[src/core/instr_pkg.sv]
// How it works
// - AND immediate into direct: read, AND, write
// - AND accumulator into direct, accumulator kept
// - Direct decrement writes back, wraps modulo 256
// - OR direct into accumulator, memory untouched
// - Low nibbles swapped with byte at R0/R1
// - Long target high byte first; call pushes low first
// - Direct operand is byte after opcode
// - Immediate follows opcode, after any direct byte
// - Relative offset added to fully advanced counter
// - Opcode c5 swaps accumulator with direct byte
// - Page target: opcode top bits plus byte two
// - Page target within advanced counter's 2K page
package instr_pkg;

  // Reset values
  localparam logic [15:0] PC_RST   = 16'h0000;
  localparam logic [7:0]  SP_RST   = 8'h07;
  localparam logic [7:0]  BYTE_RST = 8'h00;

  // Whole opcodes
  localparam logic [7:0] OP_LONG_JUMP   = 8'h02;
  localparam logic [7:0] OP_LONG_CALL   = 8'h12;
  localparam logic [7:0] OP_RETURN      = 8'h22;
  localparam logic [7:0] OP_RETURN_INT  = 8'h32;
  localparam logic [7:0] OP_JUMP_C      = 8'h40;
  localparam logic [7:0] OP_JUMP_NC     = 8'h50;
  localparam logic [7:0] OP_JUMP_Z      = 8'h60;
  localparam logic [7:0] OP_JUMP_NZ     = 8'h70;
  localparam logic [7:0] OP_SHORT_JUMP  = 8'h80;
  localparam logic [7:0] OP_JUMP_IND    = 8'h73;
  localparam logic [7:0] OP_MOV_DIR_IMM = 8'h75;
  localparam logic [7:0] OP_LOAD_PTR    = 8'h90;
  localparam logic [7:0] OP_INC_PTR     = 8'ha3;
  localparam logic [7:0] OP_CPL_C       = 8'hb3;
  localparam logic [7:0] OP_PUSH        = 8'hc0;
  localparam logic [7:0] OP_CLR_C       = 8'hc3;
  localparam logic [7:0] OP_POP         = 8'hd0;
  localparam logic [7:0] OP_SET_C       = 8'hd3;
  localparam logic [7:0] OP_MOV_A_DIR   = 8'he5;
  localparam logic [7:0] OP_MOV_DIR_A   = 8'hf5;

  // Opcode high nibble groups
  localparam logic [3:0] HI_PLUS  = 4'h0;
  localparam logic [3:0] HI_MINUS = 4'h1;
  localparam logic [3:0] HI_OR    = 4'h4;
  localparam logic [3:0] HI_AND   = 4'h5;
  localparam logic [3:0] HI_XOR   = 4'h6;
  localparam logic [3:0] HI_MOV   = 4'h7;
  localparam logic [3:0] HI_CMP   = 4'hb;
  localparam logic [3:0] HI_SWAP  = 4'hc;
  localparam logic [3:0] HI_NIB   = 4'hd;

  // Opcode low nibble forms
  localparam logic [3:0] LO_REL     = 4'h0;
  localparam logic [3:0] LO_PAGE    = 4'h1;
  localparam logic [3:0] LO_DIR_A   = 4'h2;
  localparam logic [3:0] LO_DIR_IMM = 4'h3;
  localparam logic [3:0] LO_A_IMM   = 4'h4;
  localparam logic [3:0] LO_DIR     = 4'h5;
  localparam logic [2:0] LO_IND     = 3'h3;

  typedef enum logic [2:0] {fn_and, fn_or, fn_xor, fn_plus, fn_minus, fn_swap, fn_nib} alu_fn_e;

  typedef enum logic [3:0] {
    st_fetch, st_decode, st_ptr, st_ptr_wait, st_read, st_exec,
    st_push_lo, st_push_hi, st_pop_hi, st_pop_lo, st_pop_done
  } state_e;

  // Bytes per instruction; unknown opcodes count as one byte, or two when the low nibble is 5
  function automatic logic [1:0] instr_len(input logic [7:0] op);
    logic [3:0] hi;
    logic [3:0] lo;
    logic       grp;
    hi  = op[7:4];
    lo  = op[3:0];
    grp = (hi == HI_OR) || (hi == HI_AND) || (hi == HI_XOR);
    if (op == OP_LONG_JUMP || op == OP_LONG_CALL || op == OP_LOAD_PTR || op == OP_MOV_DIR_IMM ||
        (hi == HI_CMP && lo >= LO_A_IMM) || (grp && lo == LO_DIR_IMM)) begin
      instr_len = 2'h3;
    end else if (lo == LO_PAGE || lo == LO_DIR || (grp && lo == LO_DIR_A) ||
                 ((grp || hi == HI_MOV) && lo == LO_A_IMM) || (hi == HI_MOV && op[3]) ||
                 (lo == LO_REL && (op == OP_JUMP_C || op == OP_JUMP_NC || op == OP_JUMP_Z ||
                  op == OP_JUMP_NZ || op == OP_SHORT_JUMP || op == OP_PUSH || op == OP_POP))) begin
      instr_len = 2'h2;
    end else begin
      instr_len = 2'h1;
    end
  endfunction : instr_len

endpackage : instr_pkg

[src/core/iram_if.sv]
interface iram_if;
  logic [7:0] addr;
  logic [7:0] wdata;
  logic       we;
  logic [7:0] rdata;

  modport ctrl (output addr, output wdata, output we, input rdata);
  modport mem  (input addr, input wdata, input we, output rdata);
endinterface : iram_if

[src/core/iram.sv]
module iram
  import instr_pkg::*;
#(
  parameter int unsigned DEPTH = 256
)
(
  // Clock and reset
  input  wire logic i_clk,
  input  wire logic i_rst_n,
  // Access port
  iram_if.mem       port
);
  logic [7:0] mem_q [DEPTH];
  logic [7:0] rdata_ff;

  // Read during write returns the old byte
  always_ff @(posedge i_clk) begin
    if (port.we) begin
      mem_q[port.addr] <= port.wdata;
    end
  end

  always_ff @(posedge i_clk or negedge i_rst_n) begin
    if (!i_rst_n) begin
      rdata_ff <= BYTE_RST;
    end else begin
      rdata_ff <= mem_q[port.addr];
    end
  end

  assign port.rdata = rdata_ff;
endmodule : iram

[src/core/byte_logic_unit.sv]
module byte_logic_unit
  import instr_pkg::*;
(
  // Function select
  input  wire alu_fn_e    i_fn,
  // Operands
  input  wire logic [7:0] i_a,
  input  wire logic [7:0] i_b,
  // Results
  output logic [7:0]      o_y,
  output logic [7:0]      o_swap
);
  always_comb begin
    o_swap = i_a;
    case (i_fn)
      fn_and:   o_y = i_a & i_b;
      fn_or:    o_y = i_a | i_b;
      fn_xor:   o_y = i_a ^ i_b;
      fn_plus:  o_y = i_a + 8'h01;
      fn_minus: o_y = i_a - 8'h01;
      fn_nib: begin
        o_y    = {i_a[7:4], i_b[3:0]};
        o_swap = {i_b[7:4], i_a[3:0]};
      end
      default:  o_y = i_b;
    endcase
  end
endmodule : byte_logic_unit

[src/core/cpu_instruction_set_decode.sv]
module cpu_instruction_set_decode
  import instr_pkg::*;
(
  // Clock and reset
  input  wire logic        i_clk,
  input  wire logic        i_arst_n,
  // Program memory fetch
  output logic [15:0]      o_code_addr,
  output logic             o_code_rd,
  input  wire logic [7:0]  i_code_data,
  input  wire logic        i_code_valid,
  // Datapath state
  output logic [7:0]       o_acc,
  output logic [7:0]       o_sp,
  output logic [15:0]      o_data_pointer,
  output logic             o_carry,
  output logic             o_retire
);
  logic [1:0]  rst_sync_ff;
  logic        rst_n;
  state_e      state_ff;
  state_e      nxt_state;
  logic [1:0]  cnt_ff;
  logic [1:0]  nxt_cnt;
  logic [15:0] pc_ff;
  logic [15:0] nxt_pc;
  logic [15:0] tgt_ff;
  logic [15:0] nxt_tgt;
  logic [15:0] dp_ff;
  logic [15:0] nxt_dp;
  logic [7:0]  op_ff;
  logic [7:0]  nxt_op;
  logic [7:0]  b1_ff;
  logic [7:0]  nxt_b1;
  logic [7:0]  b2_ff;
  logic [7:0]  nxt_b2;
  logic [7:0]  acc_ff;
  logic [7:0]  nxt_acc;
  logic [7:0]  sp_ff;
  logic [7:0]  nxt_sp;
  logic [7:0]  ea_ff;
  logic [7:0]  nxt_ea;
  logic        carry_ff;
  logic        nxt_carry;
  logic        retire_ff;
  logic        nxt_retire;
  logic [7:0]  alu_y;
  logic [7:0]  alu_swap;

  iram_if ram ();

  // Reset release through two flops
  always_ff @(posedge i_clk or negedge i_arst_n) begin
    if (!i_arst_n) begin
      rst_sync_ff <= 2'h0;
    end else begin
      rst_sync_ff <= {rst_sync_ff[0], 1'b1};
    end
  end
  assign rst_n = rst_sync_ff[1];

  // Opcode fields
  wire logic [3:0]  hi        = op_ff[7:4];
  wire logic [3:0]  lo        = op_ff[3:0];
  wire logic [7:0]  m         = ram.rdata;
  wire logic [7:0]  cur_op    = (cnt_ff == 2'h0) ? i_code_data : op_ff;
  wire logic        last_byte = (cnt_ff + 2'h1) == instr_len(cur_op);
  wire logic        grp_logic = (hi == HI_OR) || (hi == HI_AND) || (hi == HI_XOR);
  wire logic        grp_step  = (hi == HI_PLUS) || (hi == HI_MINUS);
  wire logic        use_bank  = op_ff[3];
  wire logic        use_ind   = op_ff[3:1] == LO_IND;
  wire logic [7:0]  ptr_addr  = {7'h00, op_ff[0]};
  wire logic [7:0]  bank_addr = {5'h00, op_ff[2:0]};
  wire logic        is_swap   = (hi == HI_SWAP) && (lo >= LO_DIR);
  wire logic        is_nib    = (hi == HI_NIB) && use_ind;
  wire logic        is_cmp    = (hi == HI_CMP) && (lo >= LO_A_IMM);

  // Operand bytes
  wire logic [7:0]  imm       = (lo == LO_DIR_IMM) ? b2_ff : b1_ff;
  wire logic [7:0]  rel       = (instr_len(op_ff) == 2'h3) ? b2_ff : b1_ff;
  wire logic [15:0] rel_tgt   = pc_ff + {{8{rel[7]}}, rel};
  wire logic [15:0] page_tgt  = {pc_ff[15:11], op_ff[7:5], b1_ff};
  wire logic [15:0] long_tgt  = {b1_ff, b2_ff};

  // Memory operand needed before execution
  wire logic need_read = (grp_logic && lo >= LO_DIR_A && lo != LO_A_IMM) ||
                         (grp_step && lo >= LO_DIR) || is_swap || is_nib ||
                         (is_cmp && lo != LO_A_IMM) ||
                         op_ff == OP_PUSH || op_ff == OP_POP || op_ff == OP_MOV_A_DIR;

  // Logic unit steering
  wire logic    to_mem  = (grp_logic && (lo == LO_DIR_A || lo == LO_DIR_IMM)) ||
                          (grp_step && lo != LO_A_IMM);
  wire alu_fn_e fn      = (hi == HI_PLUS)  ? fn_plus  :
                          (hi == HI_MINUS) ? fn_minus :
                          (hi == HI_AND)   ? fn_and   :
                          (hi == HI_OR)    ? fn_or    :
                          (hi == HI_XOR)   ? fn_xor   :
                          is_nib           ? fn_nib   : fn_swap;
  wire logic [7:0] alu_a = (grp_step && lo != LO_A_IMM) ? m :
                           (grp_logic && (lo == LO_DIR_IMM || lo == LO_A_IMM)) ? imm : acc_ff;
  wire logic [7:0] alu_b = (grp_logic && lo == LO_A_IMM) ? acc_ff : m;

  // Compare and branch operands
  wire logic [7:0] cmp_x = (lo <= LO_DIR) ? acc_ff : m;
  wire logic [7:0] cmp_y = (lo == LO_DIR) ? m : b1_ff;

  // Short jump and conditional relative branches
  wire logic rel_take = (op_ff == OP_SHORT_JUMP) ||
                        (op_ff == OP_JUMP_C && carry_ff) ||
                        (op_ff == OP_JUMP_NC && !carry_ff) ||
                        (op_ff == OP_JUMP_Z && acc_ff == BYTE_RST) ||
                        (op_ff == OP_JUMP_NZ && acc_ff != BYTE_RST);

  byte_logic_unit u_alu (
    .i_fn   (fn),
    .i_a    (alu_a),
    .i_b    (alu_b),
    .o_y    (alu_y),
    .o_swap (alu_swap)
  );

  iram u_iram (
    .i_clk   (i_clk),
    .i_rst_n (rst_n),
    .port    (ram.mem)
  );

  always_comb begin
    nxt_state  = state_ff;
    nxt_cnt    = cnt_ff;
    nxt_pc     = pc_ff;
    nxt_tgt    = tgt_ff;
    nxt_dp     = dp_ff;
    nxt_op     = op_ff;
    nxt_b1     = b1_ff;
    nxt_b2     = b2_ff;
    nxt_acc    = acc_ff;
    nxt_sp     = sp_ff;
    nxt_ea     = ea_ff;
    nxt_carry  = carry_ff;
    nxt_retire = 1'b0;
    ram.addr   = ea_ff;
    ram.wdata  = alu_y;
    ram.we     = 1'b0;
    case (state_ff)
      st_fetch: begin
        if (i_code_valid) begin
          nxt_pc = pc_ff + 16'h0001;
          if (cnt_ff == 2'h0) begin
            nxt_op = i_code_data;
          end else if (cnt_ff == 2'h1) begin
            nxt_b1 = i_code_data;
          end else begin
            nxt_b2 = i_code_data;
          end
          if (last_byte) begin
            nxt_cnt   = 2'h0;
            nxt_state = st_decode;
          end else begin
            nxt_cnt = cnt_ff + 2'h1;
          end
        end
      end
      st_decode: begin
        nxt_ea = (op_ff == OP_POP) ? sp_ff : use_bank ? bank_addr : b1_ff;
        if (need_read && use_ind) begin
          nxt_state = st_ptr;
        end else if (need_read) begin
          nxt_state = st_read;
        end else begin
          nxt_state = st_exec;
        end
      end
      st_ptr: begin
        ram.addr  = ptr_addr;
        nxt_state = st_ptr_wait;
      end
      st_ptr_wait: begin
        nxt_ea    = m;
        nxt_state = st_read;
      end
      st_read: begin
        nxt_state = st_exec;
      end
      st_exec: begin
        nxt_state  = st_fetch;
        nxt_retire = 1'b1;
        if ((grp_logic && lo >= LO_DIR_A) || (grp_step && lo >= LO_A_IMM)) begin
          if (to_mem) begin
            ram.we = 1'b1;
          end else begin
            nxt_acc = alu_y;
          end
        end else if (is_swap || is_nib) begin
          nxt_acc   = alu_y;
          ram.we    = 1'b1;
          ram.wdata = alu_swap;
        end else if (is_cmp) begin
          if (cmp_x != cmp_y) begin
            nxt_pc = rel_tgt;
          end
          nxt_carry = cmp_x < cmp_y;
        end else begin
          case (op_ff)
            OP_MOV_A_DIR: nxt_acc = m;
            OP_MOV_DIR_A: begin
              ram.we    = 1'b1;
              ram.wdata = acc_ff;
            end
            OP_MOV_DIR_IMM: begin
              ram.we    = 1'b1;
              ram.wdata = b2_ff;
            end
            OP_PUSH: begin
              ram.addr  = sp_ff + 8'h01;
              ram.we    = 1'b1;
              ram.wdata = m;
              nxt_sp    = sp_ff + 8'h01;
            end
            OP_POP: begin
              ram.addr  = b1_ff;
              ram.we    = 1'b1;
              ram.wdata = m;
              nxt_sp    = sp_ff - 8'h01;
            end
            OP_LONG_JUMP: nxt_pc = long_tgt;
            OP_LONG_CALL: begin
              nxt_tgt    = long_tgt;
              nxt_state  = st_push_lo;
              nxt_retire = 1'b0;
            end
            OP_RETURN, OP_RETURN_INT: begin
              nxt_state  = st_pop_hi;
              nxt_retire = 1'b0;
            end
            OP_LOAD_PTR: nxt_dp = {b1_ff, b2_ff};
            OP_INC_PTR:  nxt_dp = dp_ff + 16'h0001;
            OP_JUMP_IND: nxt_pc = {8'h00, acc_ff} + dp_ff;
            OP_CLR_C:    nxt_carry = 1'b0;
            OP_SET_C:    nxt_carry = 1'b1;
            OP_CPL_C:    nxt_carry = !carry_ff;
            default: begin
              if (lo == LO_PAGE && op_ff[4]) begin
                nxt_tgt    = page_tgt;
                nxt_state  = st_push_lo;
                nxt_retire = 1'b0;
              end else if (lo == LO_PAGE) begin
                nxt_pc = page_tgt;
              end else if (lo == LO_REL && rel_take) begin
                nxt_pc = rel_tgt;
              end else if (hi == HI_MOV && lo == LO_A_IMM) begin
                nxt_acc = b1_ff;
              end else if (hi == HI_MOV && use_bank) begin
                ram.we    = 1'b1;
                ram.wdata = b1_ff;
              end
            end
          endcase
        end
      end
      // Return address goes low byte first, then high
      st_push_lo: begin
        ram.addr  = sp_ff + 8'h01;
        ram.we    = 1'b1;
        ram.wdata = pc_ff[7:0];
        nxt_sp    = sp_ff + 8'h01;
        nxt_state = st_push_hi;
      end
      st_push_hi: begin
        ram.addr   = sp_ff + 8'h01;
        ram.we     = 1'b1;
        ram.wdata  = pc_ff[15:8];
        nxt_sp     = sp_ff + 8'h01;
        nxt_pc     = tgt_ff;
        nxt_retire = 1'b1;
        nxt_state  = st_fetch;
      end
      st_pop_hi: begin
        ram.addr  = sp_ff;
        nxt_sp    = sp_ff - 8'h01;
        nxt_state = st_pop_lo;
      end
      st_pop_lo: begin
        ram.addr      = sp_ff;
        nxt_tgt[15:8] = m;
        nxt_sp        = sp_ff - 8'h01;
        nxt_state     = st_pop_done;
      end
      st_pop_done: begin
        nxt_pc     = {tgt_ff[15:8], m};
        nxt_retire = 1'b1;
        nxt_state  = st_fetch;
      end
      default: nxt_state = st_fetch;
    endcase
  end

  always_ff @(posedge i_clk or negedge rst_n) begin
    if (!rst_n) begin
      state_ff  <= st_fetch;
      cnt_ff    <= 2'h0;
      pc_ff     <= PC_RST;
      tgt_ff    <= PC_RST;
      dp_ff     <= PC_RST;
      retire_ff <= 1'b0;
    end else begin
      state_ff  <= nxt_state;
      cnt_ff    <= nxt_cnt;
      pc_ff     <= nxt_pc;
      tgt_ff    <= nxt_tgt;
      dp_ff     <= nxt_dp;
      retire_ff <= nxt_retire;
    end
  end

  always_ff @(posedge i_clk or negedge rst_n) begin
    if (!rst_n) begin
      op_ff    <= BYTE_RST;
      b1_ff    <= BYTE_RST;
      b2_ff    <= BYTE_RST;
      acc_ff   <= BYTE_RST;
      sp_ff    <= SP_RST;
      ea_ff    <= BYTE_RST;
      carry_ff <= 1'b0;
    end else begin
      op_ff    <= nxt_op;
      b1_ff    <= nxt_b1;
      b2_ff    <= nxt_b2;
      acc_ff   <= nxt_acc;
      sp_ff    <= nxt_sp;
      ea_ff    <= nxt_ea;
      carry_ff <= nxt_carry;
    end
  end

  // Fetch request is combinational so a ready memory costs no cycle
  assign o_code_rd      = state_ff == st_fetch;
  assign o_code_addr    = pc_ff;
  assign o_acc          = acc_ff;
  assign o_sp           = sp_ff;
  assign o_data_pointer = dp_ff;
  assign o_carry        = carry_ff;
  assign o_retire       = retire_ff;
endmodule : cpu_instruction_set_decode

[config.mk]
export PLATFORM = sky130hd
export DESIGN_NAME = cpu_instruction_set_decode
export DESIGN_NICKNAME = d
export VERILOG_FILES = /design/src/core/instr_pkg.sv /design/src/core/iram_if.sv /design/src/core/iram.sv /design/src/core/byte_logic_unit.sv /design/src/core/cpu_instruction_set_decode.sv
export SDC_FILE = /design/constraint.sdc
export NUM_CORES = 2
export LEC_CHECK = 0
export ABC_AREA = 1
export CORE_UTILIZATION = 35
export DETAILED_ROUTE_END_ITERATION = 8
export DONT_BUFFER_PORTS = 1
export HOLD_SLACK_MARGIN = 0.15
export SLEW_MARGIN = 5
export SYNTH_ARGS = -nofsm -noshare
export SYNTH_HDL_FRONTEND = slang
export SYNTH_SLANG_ARGS = --single-unit
[constraint.sdc]
create_clock -name i_clk -period 4 [get_ports i_clk]
set_clock_uncertainty 0.1 [all_clocks]
set_input_delay 0.2 -clock i_clk [delete_from_list [all_inputs] [get_ports i_clk]]
set_output_delay 0.2 -clock i_clk [all_outputs]
set_load 0.02 [all_outputs]
==> impl_metrics.tcl <==
set metrics [dict create \
    dieWidth_um 527 \
    antenna_found_initial 9 \
    netlist.area_leader.share_pct 63.6 \
    place_ws_ns -0.238 \
    relSlewSlack_pct 34.1 \
    wl_per_cell_um 23.5 \
    synth_cell_types 60 \
    syn_avg_cell_area_um2 9.88 \
    grt.total_usage_pct 22.5 \
    port-buffer-count 0 \
    hpwlAfterDp_um 209000 \
    dr.pass1.iters 8 \
    area_delta_synth_final_pct 24.5 \
    worstPathRequired_ns 4.49 \
    cp-end-kind "flop" \
    synth_area_leader_cell "edfxtp_1" \
    critical_path_arrival_ns 4.63 \
    seq_area_um2 64400 \
    syn-cell-area_um2 96600 \
    finalCriticalPeriod_ns 4.14 \
    cp.depth 27 \
    period_share_pct 104 \
    synth_warnings 0 \
    overflow 0 \
    synth_area_leaders "edfxtp_1 (64%), nand2_1 (18%), nand3_1 (2.9%)" \
    multiInputGateArea_um2 29600 \
    ios 62 \
    violations "negative setup slack" \
    grt_max_degree 93 \
    synth_async_sr_flop_share_pct 5.27 \
    crit_fanout 9 \
    r2r_end "u_iram.mem_q[46][7]$_DFFE_PP_" \
    routed_wl_um 342000 \
    crit_top_cell "buf_4" \
    max_clock_freq_mhz 241 \
    grt_pass1_vias 71900 \
    fp.coreArea_um2 274000 \
    place_inst 14000 \
    vias_per_cell 5.24 \
    r2r-start "op_ff[7]$_DFFE_PN0P_" \
    gp_congestion 0.979 \
    grt_setup_unrepaired "true" \
    critPathSlowestCell "dfrtp_1" \
    hp-class "flop to asynchronous set/reset pin" \
    vias 76400 \
    antenna_left 0 \
    hold_viol 0 \
    cts_root_buf "clkbuf_16" \
    start_kind "flop" \
    drv_slew 0 \
    final_cell_count_no_fill 14600 \
    crit_path_start "op_ff[7]$_DFFE_PN0P_" \
    ys_seq_area_share_pct 66.6 \
    r2r_cells 27 \
    grt_pass1_wl_um 473000 \
    path_delay_family "buffers and inverters" \
    clkTransAtPathRegs_ns 0.06 \
    htreeDepth 4 \
    numCtsBuffers 228 \
    num-nets-final 10800 \
    tritoncts "built" \
    drt_iter0_drc 9023 \
    clk_path_buf_depth 4 \
    start_util_pct 35.3 \
    rows 192 \
    r2r_slack_ns -0.14 \
    fp.dieArea_um2 278000 \
    ys.flop_type "edfxtp_1" \
    max_stage_delay_ns 0.39 \
    setup_slack_ns -0.141 \
    synthMostInstantiatedCell "nand2_1" \
    status "finished with violations" \
    fillers 25500 \
    setup_viol 799 \
    synthTopCellsByCount "nand2_1 (4,724), edfxtp_1 (2,048), nor2_1 (623)" \
    final_layout_size_suffix_gt1_share_pct 15.8 \
    die_y_um 527 \
    clk_latency_ns 0.89 \
    hold_slack_ns 0.212 \
    synth-edff-count 2048 \
    worst_pin_slew_ns 0.985 \
    cts_sinks 2162 \
    drc 0 \
    critPathBufInv 9 \
    drv_cap 0 \
    ys_seq_elements 2162 \
    worstSetupEndpoint "u_iram.mem_q[46][7]$_DFFE_PP_" \
    synth_nets 9855 \
    syn_inst 9782 \
    critical_path_class "flop to flop" \
]
## through the flow
stage	utilization [%]	setup TNS (ns)	cell area, µm²
after floorplan	-	-6527.80	96800
after detailed placement	39.6	-76.64	109000
final	43.9	-47.21	120000
after CTS	42.4	-7.01	116000
after global placement	39.6	-199.29	109000
after global routing	43.9	-249.42	120000
## cells by family after synthesis
| kind of cell | after synthesis | synth area share [%] |
|---|---|---|
| mux | 1 | 0.0104 |
| flops | 2162 | 66.6 |
| xor+xnor | 30 | 0.272 |
| buf+inv | 800 | 3.52 |
| simple gates | 6167 | 25.4 |
| fa+ha+maj | 62 | 0.826 |
| compound gates | 559 | 3.37 |
| other cells | 1 | 0.00388 |
## worst reg2reg max path: stages, from the launching register on
cell       delay (ns)
dfrtp_1          0.39
inv_2            0.08
buf_4            0.11
nand2_2          0.07
nor2_4           0.16
nand2_4          0.10
buf_4            0.14
buf_4            0.13
buf_4            0.14
o211ai_1         0.09
o21ai_1          0.12
ha_2             0.22
buf_4            0.15
a21oi_4          0.15
o21ai_2          0.07
a21oi_2          0.19
nand3_1          0.13
nand3_2          0.11
nand2_2          0.09
nand3_2          0.06
nand2_1          0.05
nand2_1          0.06
nand2_1          0.05
nand2_1          0.07
nand3b_1         0.16
buf_12           0.21
clkbuf_16        0.27
buf_16           0.18
## final cells by class
| type | instances | share of cell area, % |
|---|---|---|
| tap | 3686 | 3.83 |
| timing repair buffer | 1223 | 11.4 |
| antenna | 4 | 0.00832 |
| timing repair inverter | 2 | 0.0146 |
| clock inverter | 141 | 0.972 |
| multi-input combinational | 6821 | 24.6 |
| inverter | 271 | 0.878 |
| sequential | 2162 | 53.5 |
| clock buffer | 268 | 4.87 |
## repair_timing
item | in CTS | in global routing
hold endpoints to repair | 35 | 0
setup endpoints to repair | 944 | 3103
gates resized for setup | 53 | 244
setup buffers | 16 | 50
hold buffers | 22 | 0
gates cloned | 6 | 123
pin swaps | 1 | 43
## worst min path at each step
stage | end | slack (ns) | depth (start not counted)
floorplan | rst_sync_ff[0]$_DFF_PN0_ | -0.20 | 0
global placement | rst_sync_ff[0]$_DFF_PN0_ | -0.20 | 0
detailed placement | rst_sync_ff[0]$_DFF_PN0_ | -0.20 | 0
CTS | state_ff[0]$_DFFE_PN0P_ | 0.21 | 0
global route | o_sp[6]$_DFFE_PN0P_ | 0.21 | 0
finish | ea_ff[4]$_DFFE_PN0P_ | 0.21 | 0
## routing by layer
metal / wire (µm) / vias up / GRT usage [%]
li1: - / 34700 / -
met1: 136000 / 37200 / 29.9
met2: 157000 / 3753 / 36.4
met3: 31100 / 759 / 3.59
met4: 18000 / 8 / 9.70
met5: 53 / - / 0
## cells in the final DEF, fill, tap and decap left out, types with 12 or more instances in the layout
cell           Yosys  layout
nand2_1         4724    4685
edfxtp_1        2048    2048
buf_4             10     861
nor2_1           623     590
nand3_1          561     547
clkbuf_16          0     313
inv_1            244     238
o21ai_0          241     209
nand4_1          187     187
buf_12             0     150
a21oi_1          116     110
dfrtp_1          111     107
clkinv_1           5      62
ha_1              59      55
clkinv_2           0      47
nand2_2           13      43
o21ai_1           28      42
o211ai_1          40      40
clkbuf_1         219      40
buf_6              7      38
o22ai_1           35      35
buf_16             0      33
buf_8              0      30
nor2_2             5      27
inv_2             21      25
nor3_1            25      25
dlygate4sd3_1      0      22
xor2_1            22      21
nor2_4             7      18
o21ai_2            0      15
bufinv_16          0      15
nand3_2            1      13
o221ai_1          14      13
a22oi_1           12      12
## flip-flops by register name (all words and copies together), names as in the netlist
register and flops:
cnt_ff 2, b2_ff 8, ea_ff 8, u_iram.mem_q 2048, o_acc 8, op_ff 8
o_data_pointer 16, u_iram.port.rdata 8, o_sp 8, b1_ff 8, rst_sync_ff 2, o_retire 1
tgt_ff 16, state_ff 4, o_carry 1, o_code_addr 16
Power is not shown: default switching activity piles up to over one toggle a cycle in this logic, so the estimate is an artifact.
